`src/design/achr_pkg.sv`:
```
// Constants and carrier types of the receive cell handler register bank.
// Assumes byte-wide registers, each on one aligned 32-bit APB word.
package achr_pkg;

  localparam int unsigned ADDR_W   = 8;
  localparam int unsigned DATA_W   = 32;
  localparam int unsigned IDX_W    = 5;
  localparam int unsigned IDX_LSB  = 2;
  localparam int unsigned BYTE_W   = 8;

  // Register indices; byte address is four times the index
  localparam logic [4:0] IDX_HOLD_MID    = 5'h00;
  localparam logic [4:0] IDX_HOLD_TOP    = 5'h01;
  localparam logic [4:0] IDX_CNT_EN      = 5'h02;
  localparam logic [4:0] IDX_RST_HALT    = 5'h03;
  localparam logic [4:0] IDX_CMD         = 5'h04;
  localparam logic [4:0] IDX_STATUS      = 5'h05;
  localparam logic [4:0] IDX_TOP_PEND    = 5'h06;
  localparam logic [4:0] IDX_TOP_MASK    = 5'h07;
  localparam logic [4:0] IDX_CNT_PEND    = 5'h08;
  localparam logic [4:0] IDX_CNT_MASK    = 5'h09;
  localparam logic [4:0] IDX_OP_MODE     = 5'h0A;
  localparam logic [4:0] IDX_CELL_SYNC   = 5'h0B;
  localparam logic [4:0] IDX_AF_LEVEL    = 5'h0C;
  localparam logic [4:0] IDX_PATTERN0    = 5'h0D;
  localparam logic [4:0] IDX_PATTERN3    = 5'h10;
  localparam logic [4:0] IDX_FILLER      = 5'h11;
  localparam logic [4:0] IDX_FIFO_CLR    = 5'h12;
  localparam logic [4:0] IDX_FIFO_CNT    = 5'h13;
  localparam logic [4:0] IDX_IDLE_CLR    = 5'h14;
  localparam logic [4:0] IDX_IDLE_CNT    = 5'h15;
  localparam logic [4:0] IDX_HEC_CLR     = 5'h16;
  localparam logic [4:0] IDX_HEC_CNT     = 5'h17;
  localparam logic [4:0] IDX_HEC_LIM_HI  = 5'h18;
  localparam logic [4:0] IDX_HEC_LIM_LO  = 5'h19;
  localparam logic [4:0] IDX_DISC_CLR    = 5'h1A;
  localparam logic [4:0] IDX_DISC_CNT    = 5'h1B;
  localparam logic [4:0] IDX_DISC_LIM_HI = 5'h1C;
  localparam logic [4:0] IDX_DISC_LIM_LO = 5'h1D;
  localparam logic [4:0] IDX_LAST        = 5'h1D;

  // Counter widths
  localparam int unsigned FIFO_CNT_W = 24;
  localparam int unsigned IDLE_CNT_W = 24;
  localparam int unsigned HEC_CNT_W  = 16;
  localparam int unsigned DISC_CNT_W = 16;

  // Field positions
  localparam int unsigned CNT_EN_FIFO     = 0;
  localparam int unsigned CNT_EN_IDLE     = 1;
  localparam int unsigned CNT_EN_HEC      = 2;
  localparam int unsigned CNT_EN_DISC     = 3;
  localparam int unsigned RST_BIT         = 0;
  localparam int unsigned HALT_BIT        = 1;
  localparam int unsigned OPM_STAT_ON_RD  = 1;
  localparam int unsigned OPM_IRQ_ON_RD   = 7;
  localparam int unsigned TOP_FATAL       = 0;
  localparam int unsigned TOP_CNT_PTR     = 1;
  localparam int unsigned PEND_FIFO_OVF   = 0;
  localparam int unsigned PEND_IDLE_OVF   = 1;
  localparam int unsigned PEND_HEC_OVF    = 2;
  localparam int unsigned PEND_HEC_LIM    = 3;
  localparam int unsigned PEND_DISC_OVF   = 4;
  localparam int unsigned PEND_DISC_LIM   = 5;

  // Reset values
  localparam logic [7:0] RST_HALT_DEF  = 8'h01;
  localparam logic [7:0] CNT_EN_DEF    = 8'h00;
  localparam logic [7:0] MASK_DEF      = 8'h00;
  localparam logic [7:0] CONF_DEF      = 8'h00;
  localparam logic [7:0] LIMIT_DEF     = 8'hFF;
  localparam logic [7:0] PATTERN_DEF   = 8'h00;

  typedef struct packed {
    logic [7:0]      opMode;
    logic [7:0]      cellSync;
    logic [7:0]      almostFullLevel;
    logic [3:0][7:0] idlePattern;
    logic [7:0]      alignFiller;
  } achr_cfg_t;

  typedef struct packed {
    logic       fifoWritten;
    logic       idleCell;
    logic       hecError;
    logic       discarded;
    logic       fatal;
    logic [7:0] status;
  } achr_evt_t;

endpackage

```
`src/design/achr_counter.sv`:
```
// Saturation-free event counter with clear-after-read and overflow pulse.
// Assumes inc, enable and clear come from logic on the same clock.
module achr_counter #(
  parameter int unsigned WIDTH = 24
) (
  input  wire logic             clk,
  input  wire logic             nrst,
  input  wire logic             inc,
  input  wire logic             enable,
  input  wire logic             clear,
  output logic      [WIDTH-1:0] count,
  output logic                  overflow
);

  logic step;

  assign step = inc & enable;

  // An event in the clearing cycle is kept as the first new count
  always_ff @(posedge clk or negedge nrst) begin
    if (!nrst) begin
      count <= '0;
    end else if (clear) begin
      count <= step ? WIDTH'(1) : '0;
    end else if (step) begin
      count <= count + WIDTH'(1);
    end
  end

  always_ff @(posedge clk or negedge nrst) begin
    if (!nrst) begin
      overflow <= 1'b0;
    end else begin
      overflow <= step & ~clear & (&count);
    end
  end

endmodule

```
`src/design/achr_regs.sv`:
```
// Register bank of the receive cell handler: counters, holding bytes, control,
// status, two-level interrupt tree and cell path configuration, on APB.
// Assumes chiplet events and chipletResetIn are synchronous to clk.
//
// What this block does
// - Reading counter address N or N-1 returns the low byte.
// - Read at N keeps count; read at N-1 clears it after delivery.
// - Any counter read first latches upper bytes into holding registers.
// - Two holding registers give middle and top byte of captured count.
// - 24-bit count of cells written to FIFO; overflow raises request.
// - 24-bit count of idle cells received; overflow raises request.
// - 16-bit count of header check errors; overflow raises request.
// - Header error count above two-byte limit raises request.
// - 16-bit count of cells discarded on FIFO full; overflow raises request.
// - Discard count above two-byte limit raises request.
// - Each counter has an enable bit: 0 stops, 1 counts while reset bit 0 of the reset/halt register is clear.
// - Reset/halt register forced to default by chiplet reset input.
// - Writing 1 to a command bit gives a one-cycle pulse.
// - Status bits latch chiplet events until software clears them.
// - Latch and interrupt bits clear by write-one or by read, selectable.
// - Top register shows fatal bit and pointer for pending counter requests.
// - Bit 0 of top register is fatal, set on any fatal event.
// - Top mask 0 blocks, 1 lets pending bit drive interrupt line.
// - Counter pending bits per event; enabled ones set the pointer bit.
// - Programmable almost-full level for the external FIFO.
// - Four programmable header patterns recognise idle cells.
// - Programmable filler byte aligns payload in receive buffer.
// - Configuration register holds cell synchronisation controls.
module achr_regs (
  input  wire logic                     clk,
  input  wire logic                     nrst,
  input  wire logic                     psel,
  input  wire logic                     penable,
  input  wire logic                     pwrite,
  input  wire logic [7:0]               paddr,
  input  wire logic [31:0]              pwdata,
  output logic      [31:0]              prdata,
  output logic                          pready,
  output logic                          pslverr,
  input  wire logic                     chipletResetIn,
  input  wire achr_pkg::achr_evt_t      evt,
  output achr_pkg::achr_cfg_t           cfg,
  output logic                          chipletReset,
  output logic                          chipletHalt,
  output logic      [7:0]               cmdPulse,
  output logic                          handlerIrq
);

  logic [4:0]                        idx;
  logic                              mapped;
  logic                              accTake;
  logic                              rdAcc;
  logic                              wrAcc;
  logic                              ackd_r;
  logic [7:0]                        wbyte;
  logic [7:0]                        rbyte;

  logic [7:0]                        holdMid_r;
  logic [7:0]                        holdTop_r;
  logic [7:0]                        cntEn_r;
  logic [7:0]                        rstHalt_r;
  logic [7:0]                        cmd_r;
  logic [7:0]                        status_r;
  logic                              fatal_r;
  logic [7:0]                        topMask_r;
  logic [7:0]                        cntPend_r;
  logic [7:0]                        cntMask_r;
  logic [7:0]                        hecLimHi_r;
  logic [7:0]                        hecLimLo_r;
  logic [7:0]                        discLimHi_r;
  logic [7:0]                        discLimLo_r;
  logic                              hecOver_r;
  logic                              discOver_r;
  logic                              irq_r;
  achr_pkg::achr_cfg_t               cfg_r;

  logic [achr_pkg::FIFO_CNT_W-1:0]   fifoCnt;
  logic [achr_pkg::IDLE_CNT_W-1:0]   idleCnt;
  logic [achr_pkg::HEC_CNT_W-1:0]    hecCnt;
  logic [achr_pkg::DISC_CNT_W-1:0]   discCnt;
  logic                              fifoOvf;
  logic                              idleOvf;
  logic                              hecOvf;
  logic                              discOvf;
  logic                              countAllowed;
  logic                              hecOver;
  logic                              discOver;
  logic [7:0]                        topPending;
  logic [7:0]                        statusClr;
  logic [7:0]                        cntPendClr;
  logic                              fatalClr;
  logic [7:0]                        cntPendSet;

  // Bus decode: one wait state, effects at the end of the first access cycle
  assign idx     = paddr[achr_pkg::IDX_LSB +: achr_pkg::IDX_W];
  assign mapped  = ~paddr[7] & (paddr[1:0] == 2'b00) & (idx <= achr_pkg::IDX_LAST);
  assign accTake = psel & penable & ~ackd_r;
  assign rdAcc   = accTake & ~pwrite & mapped;
  assign wrAcc   = accTake & pwrite & mapped;
  assign wbyte   = pwdata[7:0];
  assign pready  = ackd_r;

  always_ff @(posedge clk or negedge nrst) begin
    if (!nrst) begin
      ackd_r  <= 1'b0;
      pslverr <= 1'b0;
      prdata  <= '0;
    end else begin
      ackd_r  <= accTake;
      if (accTake) begin
        pslverr <= ~mapped;
        prdata  <= {24'h0000_00, (pwrite | ~mapped) ? 8'h00 : rbyte};
      end
    end
  end

  assign countAllowed = ~rstHalt_r[achr_pkg::RST_BIT];

  achr_counter #(.WIDTH(achr_pkg::FIFO_CNT_W)) u_fifoCnt (
    .clk      (clk),
    .nrst     (nrst),
    .inc      (evt.fifoWritten),
    .enable   (cntEn_r[achr_pkg::CNT_EN_FIFO] & countAllowed),
    .clear    (rdAcc & (idx == achr_pkg::IDX_FIFO_CLR)),
    .count    (fifoCnt),
    .overflow (fifoOvf)
  );

  achr_counter #(.WIDTH(achr_pkg::IDLE_CNT_W)) u_idleCnt (
    .clk      (clk),
    .nrst     (nrst),
    .inc      (evt.idleCell),
    .enable   (cntEn_r[achr_pkg::CNT_EN_IDLE] & countAllowed),
    .clear    (rdAcc & (idx == achr_pkg::IDX_IDLE_CLR)),
    .count    (idleCnt),
    .overflow (idleOvf)
  );

  achr_counter #(.WIDTH(achr_pkg::HEC_CNT_W)) u_hecCnt (
    .clk      (clk),
    .nrst     (nrst),
    .inc      (evt.hecError),
    .enable   (cntEn_r[achr_pkg::CNT_EN_HEC] & countAllowed),
    .clear    (rdAcc & (idx == achr_pkg::IDX_HEC_CLR)),
    .count    (hecCnt),
    .overflow (hecOvf)
  );

  achr_counter #(.WIDTH(achr_pkg::DISC_CNT_W)) u_discCnt (
    .clk      (clk),
    .nrst     (nrst),
    .inc      (evt.discarded),
    .enable   (cntEn_r[achr_pkg::CNT_EN_DISC] & countAllowed),
    .clear    (rdAcc & (idx == achr_pkg::IDX_DISC_CLR)),
    .count    (discCnt),
    .overflow (discOvf)
  );

  // capture upper bytes on any counter read
  always_ff @(posedge clk or negedge nrst) begin
    if (!nrst) begin
      holdMid_r <= 8'h00;
      holdTop_r <= 8'h00;
    end else if (rdAcc) begin
      case (idx)
        achr_pkg::IDX_FIFO_CLR, achr_pkg::IDX_FIFO_CNT: begin
          holdMid_r <= fifoCnt[15:8];
          holdTop_r <= fifoCnt[23:16];
        end
        achr_pkg::IDX_IDLE_CLR, achr_pkg::IDX_IDLE_CNT: begin
          holdMid_r <= idleCnt[15:8];
          holdTop_r <= idleCnt[23:16];
        end
        achr_pkg::IDX_HEC_CLR, achr_pkg::IDX_HEC_CNT: begin
          holdMid_r <= hecCnt[15:8];
          holdTop_r <= 8'h00;
        end
        achr_pkg::IDX_DISC_CLR, achr_pkg::IDX_DISC_CNT: begin
          holdMid_r <= discCnt[15:8];
          holdTop_r <= 8'h00;
        end
        default: begin
          holdMid_r <= holdMid_r;
          holdTop_r <= holdTop_r;
        end
      endcase
    end
  end

  // header error and discard limits, event on crossing
  assign hecOver  = hecCnt > {hecLimHi_r, hecLimLo_r};
  assign discOver = discCnt > {discLimHi_r, discLimLo_r};

  always_ff @(posedge clk or negedge nrst) begin
    if (!nrst) begin
      hecOver_r  <= 1'b0;
      discOver_r <= 1'b0;
    end else begin
      hecOver_r  <= hecOver;
      discOver_r <= discOver;
    end
  end

  always_ff @(posedge clk or negedge nrst) begin
    if (!nrst) begin
      hecLimHi_r  <= achr_pkg::LIMIT_DEF;
      hecLimLo_r  <= achr_pkg::LIMIT_DEF;
      discLimHi_r <= achr_pkg::LIMIT_DEF;
      discLimLo_r <= achr_pkg::LIMIT_DEF;
      cntEn_r     <= achr_pkg::CNT_EN_DEF;
    end else if (wrAcc) begin
      case (idx)
        achr_pkg::IDX_HEC_LIM_HI:  hecLimHi_r  <= wbyte;
        achr_pkg::IDX_HEC_LIM_LO:  hecLimLo_r  <= wbyte;
        achr_pkg::IDX_DISC_LIM_HI: discLimHi_r <= wbyte;
        achr_pkg::IDX_DISC_LIM_LO: discLimLo_r <= wbyte;
        achr_pkg::IDX_CNT_EN:      cntEn_r     <= wbyte;
        default:                   cntEn_r     <= cntEn_r;
      endcase
    end
  end

  // reset/halt forced to default by chiplet reset input
  always_ff @(posedge clk or negedge nrst) begin
    if (!nrst) begin
      rstHalt_r <= achr_pkg::RST_HALT_DEF;
    end else if (chipletResetIn) begin
      rstHalt_r <= achr_pkg::RST_HALT_DEF;
    end else if (wrAcc && idx == achr_pkg::IDX_RST_HALT) begin
      rstHalt_r <= {6'b00_0000, wbyte[1:0]};
    end else begin
      rstHalt_r <= rstHalt_r;
    end
  end

  assign chipletReset = rstHalt_r[achr_pkg::RST_BIT];
  assign chipletHalt  = rstHalt_r[achr_pkg::HALT_BIT];

  always_ff @(posedge clk or negedge nrst) begin
    if (!nrst) begin
      cmd_r <= 8'h00;
    end else begin
      cmd_r <= (wrAcc && idx == achr_pkg::IDX_CMD) ? wbyte : 8'h00;
    end
  end

  assign cmdPulse = cmd_r;

  // clear selection: write-one or read, chosen per register class
  always_comb begin
    statusClr  = 8'h00;
    cntPendClr = 8'h00;
    fatalClr   = 1'b0;
    if (cfg_r.opMode[achr_pkg::OPM_STAT_ON_RD]) begin
      if (rdAcc && idx == achr_pkg::IDX_STATUS) begin
        statusClr = 8'hFF;
      end
    end else if (wrAcc && idx == achr_pkg::IDX_STATUS) begin
      statusClr = wbyte;
    end
    if (cfg_r.opMode[achr_pkg::OPM_IRQ_ON_RD]) begin
      if (rdAcc && idx == achr_pkg::IDX_CNT_PEND) begin
        cntPendClr = 8'hFF;
      end
      fatalClr = rdAcc && idx == achr_pkg::IDX_TOP_PEND;
    end else begin
      if (wrAcc && idx == achr_pkg::IDX_CNT_PEND) begin
        cntPendClr = wbyte;
      end
      fatalClr = wrAcc && idx == achr_pkg::IDX_TOP_PEND && wbyte[achr_pkg::TOP_FATAL];
    end
  end

  always_comb begin
    cntPendSet = 8'h00;
    cntPendSet[achr_pkg::PEND_FIFO_OVF] = fifoOvf;
    cntPendSet[achr_pkg::PEND_IDLE_OVF] = idleOvf;
    cntPendSet[achr_pkg::PEND_HEC_OVF]  = hecOvf;
    cntPendSet[achr_pkg::PEND_HEC_LIM]  = hecOver & ~hecOver_r;
    cntPendSet[achr_pkg::PEND_DISC_OVF] = discOvf;
    cntPendSet[achr_pkg::PEND_DISC_LIM] = discOver & ~discOver_r;
  end

  // sticky status; a new event wins over the clear
  always_ff @(posedge clk or negedge nrst) begin
    if (!nrst) begin
      status_r  <= 8'h00;
      cntPend_r <= 8'h00;
      fatal_r   <= 1'b0;
    end else begin
      status_r  <= (status_r & ~statusClr) | evt.status;
      cntPend_r <= (cntPend_r & ~cntPendClr) | cntPendSet;
      fatal_r   <= (fatal_r & ~fatalClr) | evt.fatal;
    end
  end

  always_ff @(posedge clk or negedge nrst) begin
    if (!nrst) begin
      topMask_r <= achr_pkg::MASK_DEF;
      cntMask_r <= achr_pkg::MASK_DEF;
    end else if (wrAcc && idx == achr_pkg::IDX_TOP_MASK) begin
      topMask_r <= wbyte;
    end else if (wrAcc && idx == achr_pkg::IDX_CNT_MASK) begin
      cntMask_r <= wbyte;
    end else begin
      topMask_r <= topMask_r;
    end
  end

  // top register: fatal bit and counter pointer
  always_comb begin
    topPending = 8'h00;
    topPending[achr_pkg::TOP_FATAL]   = fatal_r;
    topPending[achr_pkg::TOP_CNT_PTR] = |(cntPend_r & cntMask_r);
  end

  // masked top level drives the interrupt line
  always_ff @(posedge clk or negedge nrst) begin
    if (!nrst) begin
      irq_r <= 1'b0;
    end else begin
      irq_r <= |(topPending & topMask_r);
    end
  end

  assign handlerIrq = irq_r;

  // almost-full level, idle patterns, filler, sync control
  always_ff @(posedge clk or negedge nrst) begin
    if (!nrst) begin
      cfg_r.opMode          <= achr_pkg::CONF_DEF;
      cfg_r.cellSync        <= achr_pkg::CONF_DEF;
      cfg_r.almostFullLevel <= achr_pkg::CONF_DEF;
      cfg_r.idlePattern     <= {4{achr_pkg::PATTERN_DEF}};
      cfg_r.alignFiller     <= achr_pkg::PATTERN_DEF;
    end else if (wrAcc) begin
      case (idx)
        achr_pkg::IDX_OP_MODE:   cfg_r.opMode          <= wbyte;
        achr_pkg::IDX_CELL_SYNC: cfg_r.cellSync        <= wbyte;
        achr_pkg::IDX_AF_LEVEL:  cfg_r.almostFullLevel <= wbyte;
        achr_pkg::IDX_FILLER:    cfg_r.alignFiller     <= wbyte;
        default: begin
          if (idx >= achr_pkg::IDX_PATTERN0 && idx <= achr_pkg::IDX_PATTERN3) begin
            cfg_r.idlePattern[2'(idx - achr_pkg::IDX_PATTERN0)] <= wbyte;
          end
        end
      endcase
    end
  end

  assign cfg = cfg_r;

  // both counter addresses return the low byte
  always_comb begin
    rbyte = 8'h00;
    case (idx)
      achr_pkg::IDX_HOLD_MID:    rbyte = holdMid_r;
      achr_pkg::IDX_HOLD_TOP:    rbyte = holdTop_r;
      achr_pkg::IDX_CNT_EN:      rbyte = cntEn_r;
      achr_pkg::IDX_RST_HALT:    rbyte = rstHalt_r;
      achr_pkg::IDX_CMD:         rbyte = 8'h00;
      achr_pkg::IDX_STATUS:      rbyte = status_r;
      achr_pkg::IDX_TOP_PEND:    rbyte = topPending;
      achr_pkg::IDX_TOP_MASK:    rbyte = topMask_r;
      achr_pkg::IDX_CNT_PEND:    rbyte = cntPend_r;
      achr_pkg::IDX_CNT_MASK:    rbyte = cntMask_r;
      achr_pkg::IDX_OP_MODE:     rbyte = cfg_r.opMode;
      achr_pkg::IDX_CELL_SYNC:   rbyte = cfg_r.cellSync;
      achr_pkg::IDX_AF_LEVEL:    rbyte = cfg_r.almostFullLevel;
      achr_pkg::IDX_FILLER:      rbyte = cfg_r.alignFiller;
      achr_pkg::IDX_FIFO_CLR,
      achr_pkg::IDX_FIFO_CNT:    rbyte = fifoCnt[7:0];
      achr_pkg::IDX_IDLE_CLR,
      achr_pkg::IDX_IDLE_CNT:    rbyte = idleCnt[7:0];
      achr_pkg::IDX_HEC_CLR,
      achr_pkg::IDX_HEC_CNT:     rbyte = hecCnt[7:0];
      achr_pkg::IDX_HEC_LIM_HI:  rbyte = hecLimHi_r;
      achr_pkg::IDX_HEC_LIM_LO:  rbyte = hecLimLo_r;
      achr_pkg::IDX_DISC_CLR,
      achr_pkg::IDX_DISC_CNT:    rbyte = discCnt[7:0];
      achr_pkg::IDX_DISC_LIM_HI: rbyte = discLimHi_r;
      achr_pkg::IDX_DISC_LIM_LO: rbyte = discLimLo_r;
      default: begin
        if (idx >= achr_pkg::IDX_PATTERN0 && idx <= achr_pkg::IDX_PATTERN3) begin
          rbyte = cfg_r.idlePattern[2'(idx - achr_pkg::IDX_PATTERN0)];
        end
      end
    endcase
  end

endmodule

```
`config.mk`:
```
export PLATFORM = sky130hd
export DESIGN_NAME = achr_regs
export DESIGN_NICKNAME = d
export VERILOG_FILES = /design/src/design/achr_pkg.sv /design/src/design/achr_counter.sv /design/src/design/achr_regs.sv
export SDC_FILE = /design/constraint.sdc
export NUM_CORES = 1
export LEC_CHECK = 0
export BUFFER_PORTS_ARGS = -buffer_cell sky130_fd_sc_hd__buf_2
export CORE_ASPECT_RATIO = 0.6
export CORE_MARGIN = 10
export CORE_UTILIZATION = 30
export CTS_BUF_LIST = sky130_fd_sc_hd__clkbuf_8
export DETAILED_ROUTE_END_ITERATION = 12
export SLEW_MARGIN = 5
export SYNTH_ARGS = -nofsm -noshare
export SYNTH_HDL_FRONTEND = slang
export SYNTH_SLANG_ARGS = --single-unit
```
`constraint.sdc`:
```
create_clock -name clk -period 3.2 [get_ports clk]
set_clock_uncertainty 0.2 [all_clocks]
set_input_delay 0.96 -clock clk [delete_from_list [all_inputs] [get_ports clk]]
set_output_delay 0.96 -clock clk [all_outputs]
set_load 0.1 [all_outputs]
```
; ---- Yosys cells after proc, flatten, opt, wreduce, memory -nomap -nowiden
; Cells that the tools add are included.
[totals]
register_bits = 266
[classes]
muxes = 32
n_addsub = 5
n_bitwise = 55
n_eq_ne = 25
n_lt_le_gt_ge = 7
n_reduce_logical = 47
[ops]
columns = cell, count
row1 = $pmux W8 S22, 1
row2 = $mux W8, 13
row3 = $mux W24, 4
row4 = $eq A5 B5 Y1 const B, 13
row5 = $mux W16, 4
row6 = $add A24 B1 Y24 const B, 2
row7 = $reduce_and A24 Y1, 2
row8 = $add A16 B1 Y16 const B, 2
row9 = $bwmux W32, 1
row10 = $gt A16 B16 Y1, 2
row11 = $pmux W8 S4, 1
row12 = $reduce_and A16 Y1, 2
row13 = $and A1 B1 Y1, 31
row14 = $eq A5 B4 Y1 const B, 5
row15 = $and A8 B8 Y8, 3
row16 = $pmux W8 S3, 1
row17 = $reduce_and A2 Y1, 12
row18 = $eq A5 B3 Y1 const B, 4
row19 = $bmux W8 S2, 1
row20 = $demux W8 S2, 1
row21 = $not A8 Y8, 2
row22 = $reduce_or A8 Y1, 2
row23 = $not A1 Y1, 14
row24 = $logic_and A1 B1 Y1, 13
row25 = 20 further kinds, 35

; ---- Depth between registers and ports, before layout
; Gate-level depths: netlist of run 1.
[logic_depth]
depth_word = 10
mapped_depth = 10

; ---- Cells and area by module
; A second synthesis of run 1 with hierarchy kept.
[hier_totals]
cells_unflattened = 1330
hier_area_um2 = 13918.3
[by_module_without_submodules]
columns = module, cells_per_inst, instances, seq_area_each_um2, area_per_inst_um2
row1 = achr_regs, 886, 1, 4445.5, 9649.3
row2 = achr_counter at u_fifoCnt ..., 130, 2, 625.6, 1272.5
row3 = achr_counter at u_discCnt ..., 92, 2, 425.4, 862.1

; ---- Worst setup path after synthesis of run 1
; Ideal clock, no wire load.
[synth_timing]
kind = input to register
from = in paddr[2]
to = reg prdata[3]
setup_time_ps = 131
cell_stages = 10
path_slack_ps = -334
arrival_ps = 3203
cell_sequence = clkbuf_1 > inv_1 > ha_1 > clkbuf_1 > nor2_1 > nor3_1 > clkbuf_1 > a2111o_1 > o31ai_1 > nand3_1
[synth_between]
elab_chain_len = 6
[synth_lines]
columns = element, line_no
row1 = start: declaration, achr_regs.sv:35  ; input wire logic [7:0] paddr,
row2 = $sub A2 B1 Y2, achr_regs.sv:385  ; rbyte = cfg_r.idlePattern[2'(idx - achr_pkg::IDX_PATTERN0)];
row3 = $bmux W8 S2, achr_regs.sv:385
row4 = $mux W8 (implied by the code), achr_regs.sv:385
row5 = $mux W8, achr_regs.sv:384  ; if (idx >= achr_pkg::IDX_PATTERN0 && idx <= achr_pkg::IDX_PATTERN3) begin
row6 = $pmux W8 S22, achr_regs.sv:356  ; case (idx)
row7 = $mux W8 *, achr_regs.sv:112  ; prdata <= {24'h0000_00, (pwrite | ~mapped) ? 8'h00 : rbyte};
row8 = end signal: assignment, achr_regs.sv:112
row9 = end: declaration, achr_regs.sv:37  ; output logic [31:0] prdata,
; Mark *: on every way between the ends. The rest lies on a longest branch, timed or not. The select of a mux whose other input is x is not followed.
; A chain may end at the register's enable or synchronous reset.

; ---- Worst setup path after layout of run 1
[layout_timing]
from = in paddr[2]
to = reg prdata[1]
; Same word-level chain as after synthesis.

==> results of run 1 <==
-- final timing paths --
check / start / cells past startpoint / end / slack [ns]
worst max-delay path: paddr[2] / 10 / prdata[1]$_DFFE_PN0N_ / 0.26
worst min-delay path: nrst / 1 / cfg[40]$_DFFE_PN0P_ / 0.07
worst max register to register: discLimHi_r[5]$_DFFE_PN1P_ / 7 / cntPend_r[5]$_DFF_PN0_ / 0.79
worst min register to register: discOver_r$_DFF_PN0_ / 1 / cntPend_r[5]$_DFF_PN0_ / 0.26
max in group asynchronous: nrst / 2 / cfg[27]$_DFFE_PN0P_ / 1.96
min in group clk: discOver_r$_DFF_PN0_ / 1 / cntPend_r[5]$_DFF_PN0_ / 0.26
-- critical path, delay by kind of cell --
kind                       cells  cell delay (ns)
buffers and inverters          4             0.64
and+or+nand+nor                2             0.29
adders and majority gates      1             0.21
AOI/OAI and AO/OA              3             1.09
-- cell usage after synthesis (32+ instances only) --
cell type,count,area (um2)
nand2_1,75,282
dfstp_2,33,867
nand3_1,57,285
mux2_2,136,1530
inv_1,44,165
nor2_1,122,458
ha_1,40,500
clkbuf_1,47,176
nand4_1,48,300
dfrtp_1,227,5680
nor3_1,32,160
xor2_1,46,403
-- metal layers --
| layer | global-route usage | vias to the layer above |
|---|---|---|
| met1 | 0.301 | 6174 |
| met2 | 0.247 | 588 |
| met4 | 0.0277 | 0 |
| li1 | - | 5239 |
| met3 | 0.0624 | 54 |
| met5 | 0 | - |
-- sequential cells by signal, summed over array words and instances (netlist names), 2 cells and up --
register	flops
cntEn_r	8
cfg	64
u_fifoCnt.count	24
cmdPulse	8
hecLimHi_r	8
discLimHi_r	8
discLimLo_r	8
prdata	8
u_hecCnt.count	16
cntPend_r	8
holdTop_r	8
holdMid_r	8
u_discCnt.count	16
cntMask_r	8
rstHalt_r	2
hecLimLo_r	8
topMask_r	8
u_idleCnt.count	24
status_r	8
-- area by class of cell --
class,instances,share of cell area
tap,630,0.0451
multi-input combinational,947,0.409
clock inverter,23,0.00687
timing repair buffer,261,0.116
clock buffer,49,0.0386
inverter,45,0.00966
sequential,260,0.375
-- power groups by stage --
| stage | Combinational (mW) | Clock (mW) | Sequential, mW |
|---|---|---|---|
| after floorplan | 0.394 | 0 | 3.51 |
| after global placement | 0.787 | 0 | 3.45 |
| after detailed placement | 0.795 | 0 | 3.45 |
| after CTS | 0.797 | 2.92 | 3.39 |
| after global routing | 0.847 | 3.07 | 3.39 |
| final | 0.808 | 2.87 | 3.39 |
-- through the flow --
| step | worst slack, ns | area, um2 | setup TNS (ns) | total power, mW | std cells |
|---|---|---|---|---|---|
| floorplan | 0.0276 | 14400 | 0 | 3.91 | 1349 |
| global placement | -0.322 | 16700 | -29.17 | 4.24 | 2143 |
| detailed placement | -0.294 | 16700 | -30.86 | 4.25 | 2143 |
| CTS | 0.234 | 17500 | 0 | 7.11 | 2215 |
| global route | 0.190 | 17500 | 0 | 7.31 | 2215 |
| finish | 0.261 | 17500 | 0 | 7.07 | 2215 |
-- logic make-up after synthesis --
| family | Yosys count | synth area share |
|---|---|---|
| other cells | 1 | 0.000264 |
| fa+ha+maj | 41 | 0.0359 |
| compound gates | 176 | 0.0939 |
| buf+inv | 142 | 0.0475 |
| mux | 157 | 0.130 |
| flops | 260 | 0.460 |
| xor+xnor | 76 | 0.0468 |
| simple gates | 473 | 0.185 |
==> out/qor.yml, run 1 <==
finish:
  post-route-util: 0.375
  finalNetCount: 1654
  multiInputGateArea_um2: 7140
  drive_gt1_frac: 0.343
  final-seq-area_um2: 6550
  final_common_cell: "dfrtp_1"
  antennaDiodeCount: 0
  fillers: 4618
  final_cell_mix: "dfrtp_1, mux2_2, nor2_1"
  areaGrowthSynthToFinish_pct: 22.8
global_routing:
  grt_usage: 0.192
  grt_pass1_wl_um: 81600
  grt_max_degree: 81
  antenna_found_initial: 5
  grt_pass1_vias: 11751
  overflow: 0
floorplan:
  die-width_um: 301
  start_util: 0.305
  die_h_um: 189
  dieArea_um2: 56800
  core_um2: 46600
  io_pins: 168
  rows: 61
cts:
  holdBufCountCts: 0
  numCtsBuffers: 40
  ctsResizeCount: 0
  cts_tree: "built"
  clk_latency_ns: 0.59
  htreeDepth: 2
  clockBufferDepth: 3
  root_buffer: "clkbuf_8"
  cts_sinks: 260
  path_clk_slew_ns: 0.07
  postCtsSetupBuffers: 0
route:
  via_per_inst: 5.44
  post-route-drc-count: 0
  wl_per_cell_um: 25.1
  dr.pass1.iters: 6
  vias: 12055
  routed_wl_um: 55600
  wl_met3_um: 6980
  wl_met2_um: 21200
  drtIter0Drc: 1514
  wl_met1_um: 26800
  ant_nets: 0
  dr.max_layer_used: "met4"
worst_setup_path:
  cp.required_ns: 3.46
  crit_chain: "buf_2 > buf_4 > ha_1 > buf_4 > o21ba_2 > and3_1 > a2111o_1 > o41ai_1 > buf_4 > nand3_1"
  cp-end-kind: "register"
  crit_type: "in -> reg"
  cpMostUsedCell: "buf_4"
  cpMaxStageDelayCell: "o41ai_1"
  path_max_fanout: 5
  worstSetupStartpointType: "primary input"
  arrival_ns: 3.20
  crit_path_max_incr_delay_ns: 0.51
run:
  drv_cap: 0
status:
  run_status: "completed"
worst_hold_path:
  min_path_type: "in -> async"
sta:
  setup_viol: 0
  slew_headroom: 0.266
  max_freq_ghz: 0.340
  worst_pin_slew_ns: 1.09
  holdWs_ns: 0.0692
  finalHoldViolCount: 0
  layout_min_cycle_time_ns: 2.94
  grt_setup_unrepaired: "false"
  post-route-period-util: 0.919
  drv_slew: 0
placement:
  portBuffers: 119
  place_hpwl_um: 43200
  place_congestion: 1.01
power:
  swShare: 0.290
  p_seq_frac: 0.480
  vdd_drop_max_v: 0.000313
  power.internal_mw: 5.02
  power.net_switching_mw: 2.05
  leakage_nw: 8.21
  pwr-share-comb: 0.114
  power.density_nw_per_um2: 405
  pwr-share-clk: 0.406
yosys:
  synth_seq_area_share: 0.460
  synth_seq_cells: 260
  synth_ff_type: "dfrtp_1"
  synthArstFlopShare: 1.00
  netlist-cell-type-count: 81
  syn_inst: 1326
  synth-edff-count: 0
  syn_area_um2: 14200
  ys_warn_count: 0
  syn_avg_cell_area_um2: 10.7
Power figures use the tool's default switching activity.
==> run 2, diff against run 1 <==
Settings changed: CORE_UTILIZATION 30 to 53, PLACE_DENSITY set to 0.74.
==> run 2 against run 1 <==
Critical path depth did not move. Worst hold slack gained 0.081 ns. Sequential share of layout area is 0.69 points higher. Combinational power shrank 0.7%. Clock power grew 6%. Die area fell by 40%.
==> out/qor.yml, run 2 (same netlist as run 1, synthesis figures left out) <==
sta:
  post-route-period-util: 0.982  # +0.0636
  worst_pin_slew_ns: 1.23  # +0.135 ns
  fin_ws_ns: 0.0569  # -0.204 ns
  grt_setup_unrepaired: "false"
  slew_headroom: 0.175  # -0.0908
  max_freq_ghz: 0.318  # -6.5%
  holdWs_ns: 0.150  # +0.0810 ns
  setup_viol: 0  # unchanged
  layout_min_cycle_time_ns: 3.14  # +0.204 ns
  finalHoldViolCount: 0  # unchanged
  drv_slew: 0  # unchanged
placement:
  dp_slack_ns: -0.354  # -0.0599 ns
  dp.cells: 1865  # -13%
  dpl_cell_area_um2: 16300  # -2.4%
  portBuffers: 119  # unchanged
  place_hpwl_um: 38400  # -11%
  place_congestion: 1.04  # +3.6%
global_routing:
  overflow: 0  # unchanged
  grt_max_degree: 73  # -9.9%
  grt_pass1_wl_um: 74800  # -8.3%
  grt_pass1_vias: 11620  # -1.1%
  grt_usage: 0.291  # +0.0997
  antenna_found_initial: 0  # -5
route:
  post-route-drc-count: 0  # unchanged
  ant_nets: 0  # unchanged
  vias: 12029  # -0.22%
  wl_per_cell_um: 26.0  # +3.6%
  via_per_inst: 6.20  # +14%
  drtIter0Drc: 1535  # +1.4%
  routed_wl_um: 50400  # -9.2%
  dr.pass1.iters: 5  # -1
power:
  power.net_switching_mw: 2.02  # -1.3%
  pwr-share-comb: 0.111  # -0.003
  power.density_nw_per_um2: 422  # +4.3%
  vdd_drop_max_v: 0.000487  # +55%
  p_seq_frac: 0.468  # -0.012
  swShare: 0.279  # -0.0105
  leakage_nw: 8.20  # -0.16%
  power.internal_mw: 5.22  # +4.0%
  pwr-share-clk: 0.421  # +0.015
finish:
  finalNetCount: 1646  # -0.48%
  largest_reg_flops: 64  # unchanged
  stdcell_area_um2: 17200  # -1.8%
  areaGrowthSynthToFinish_pct: 20.6
  fillers: 2107  # -54%
  final_cell_mix: "dfrtp_1, mux2_2, nor2_1"
  post-route-util: 0.650  # +0.275
  final_cells: 1941  # -12%
  final_common_cell: "dfrtp_1"
  drive_gt1_frac: 0.345  # +0.00130
worst_setup_path:
  reg2reg_to: "prdata[7]$_DFFE_PN0N_"
  worstRegToRegCells: 6  # -1
  cp-end-kind: "register"
  timing.rr.start: "holdMid_r[7]$_DFFE_PN0P_"
  cpMostUsedCell: "buf_4"
  worstSetupStartpointType: "primary input"
  cp.required_ns: 3.52  # +0.06 ns
  path_max_fanout: 7  # +2
  cpMaxStageDelayCell: "nor3_1"
  crit_chain: "buf_2 > buf_4 > ha_1 > buf_12 > nor2_2 > nor3_1 > a221o_1 > o41ai_1 > buf_4 > nand3_1"
  r2r_slack_ns: 0.58  # -0.21 ns
  arrival_ns: 3.46  # +0.26 ns
  crit_type: "in -> reg"
  crit_path_max_incr_delay_ns: 0.97  # +0.46 ns
cts:
  root_buffer: "clkbuf_8"
  path_clk_slew_ns: 0.07  # about the same
  holdBufCountCts: 0  # unchanged
  cts_sinks: 260  # unchanged
  clk_latency_ns: 0.58  # about the same
  postCtsSetupBuffers: 0  # unchanged
  htreeDepth: 2  # unchanged
  cts_tree: "built"
  ctsResizeCount: 0  # unchanged
  clockBufferDepth: 3  # unchanged
  numCtsBuffers: 40  # unchanged
run:
  drv_cap: 0  # unchanged
floorplan:
  dieArea_um2: 34000  # -40%
  rows: 46  # -25%
  die_h_um: 147  # -22%
  die-width_um: 232  # -23%
  io_pins: 168  # unchanged
  start_util: 0.539  # +0.234
  core_um2: 26400  # -43%
worst_hold_path:
  min_path_type: "in -> async"
status:
  run_status: "completed"
-- run 2: metrics by stage --
step	setup TNS [ns]	power [mW]
2_1_floorplan	0	3.91
3_3_place_gp	-18.93	4.22
3_5_place_dp	-28.55	4.23
4_1_cts	0	7.26
5_1_grt	0	7.46
6_report	0	7.24
-- run 2: power by group through the flow --
stage               combinational [mW]  sequential (mW)  clock (mW)
CTS                              0.787             3.39        3.08
global route                     0.838             3.39        3.23
global placement                 0.775             3.45           0
finish                           0.802             3.39        3.05
floorplan                        0.394             3.51           0
detailed placement               0.783             3.45           0
-- run 2: worst max path at each step --
stage	start	to	slack (ns)	cells past startpoint
after floorplan	paddr[3]	u_hecCnt.count[13]$_DFFE_PN0P_	0.03	8
after CTS	paddr[2]	prdata[5]$_DFFE_PN0N_	0.27	10
after global routing	paddr[2]	prdata[5]$_DFFE_PN0N_	0.07	10
final	paddr[2]	prdata[5]$_DFFE_PN0N_	0.06	10
after global placement	paddr[2]	prdata[7]$_DFFE_PN0N_	-0.34	12
after detailed placement	paddr[2]	prdata[5]$_DFFE_PN0N_	-0.35	10
-- run 2: layout make-up --
cell class,instances,area (um2),share of cell area
multi-input combinational,947,7140,0.416
sequential,260,6550,0.381
timing repair buffer,253,1970,0.115
clock buffer,50,688,0.0401
tap,360,450,0.0262
clock inverter,24,185,0.0108
inverter,45,169,0.00984
antenna,2,5.00,0.000292
-- run 2: per-layer routing --
layer | wire length [um] | GRT usage
met3 | 7260 | 0.139
met4 | 940 | 0.0628
met1 | 22200 | 0.419
met5 | 100 | 0.0223
met2 | 19900 | 0.382
-- run 2: critical path: cells and delay by family --
family | cells | cell delay [ns]
simple gates | 3 | 1.08
compound gates | 2 | 0.63
buf+inv | 4 | 0.59
fa+ha+maj | 1 | 0.19
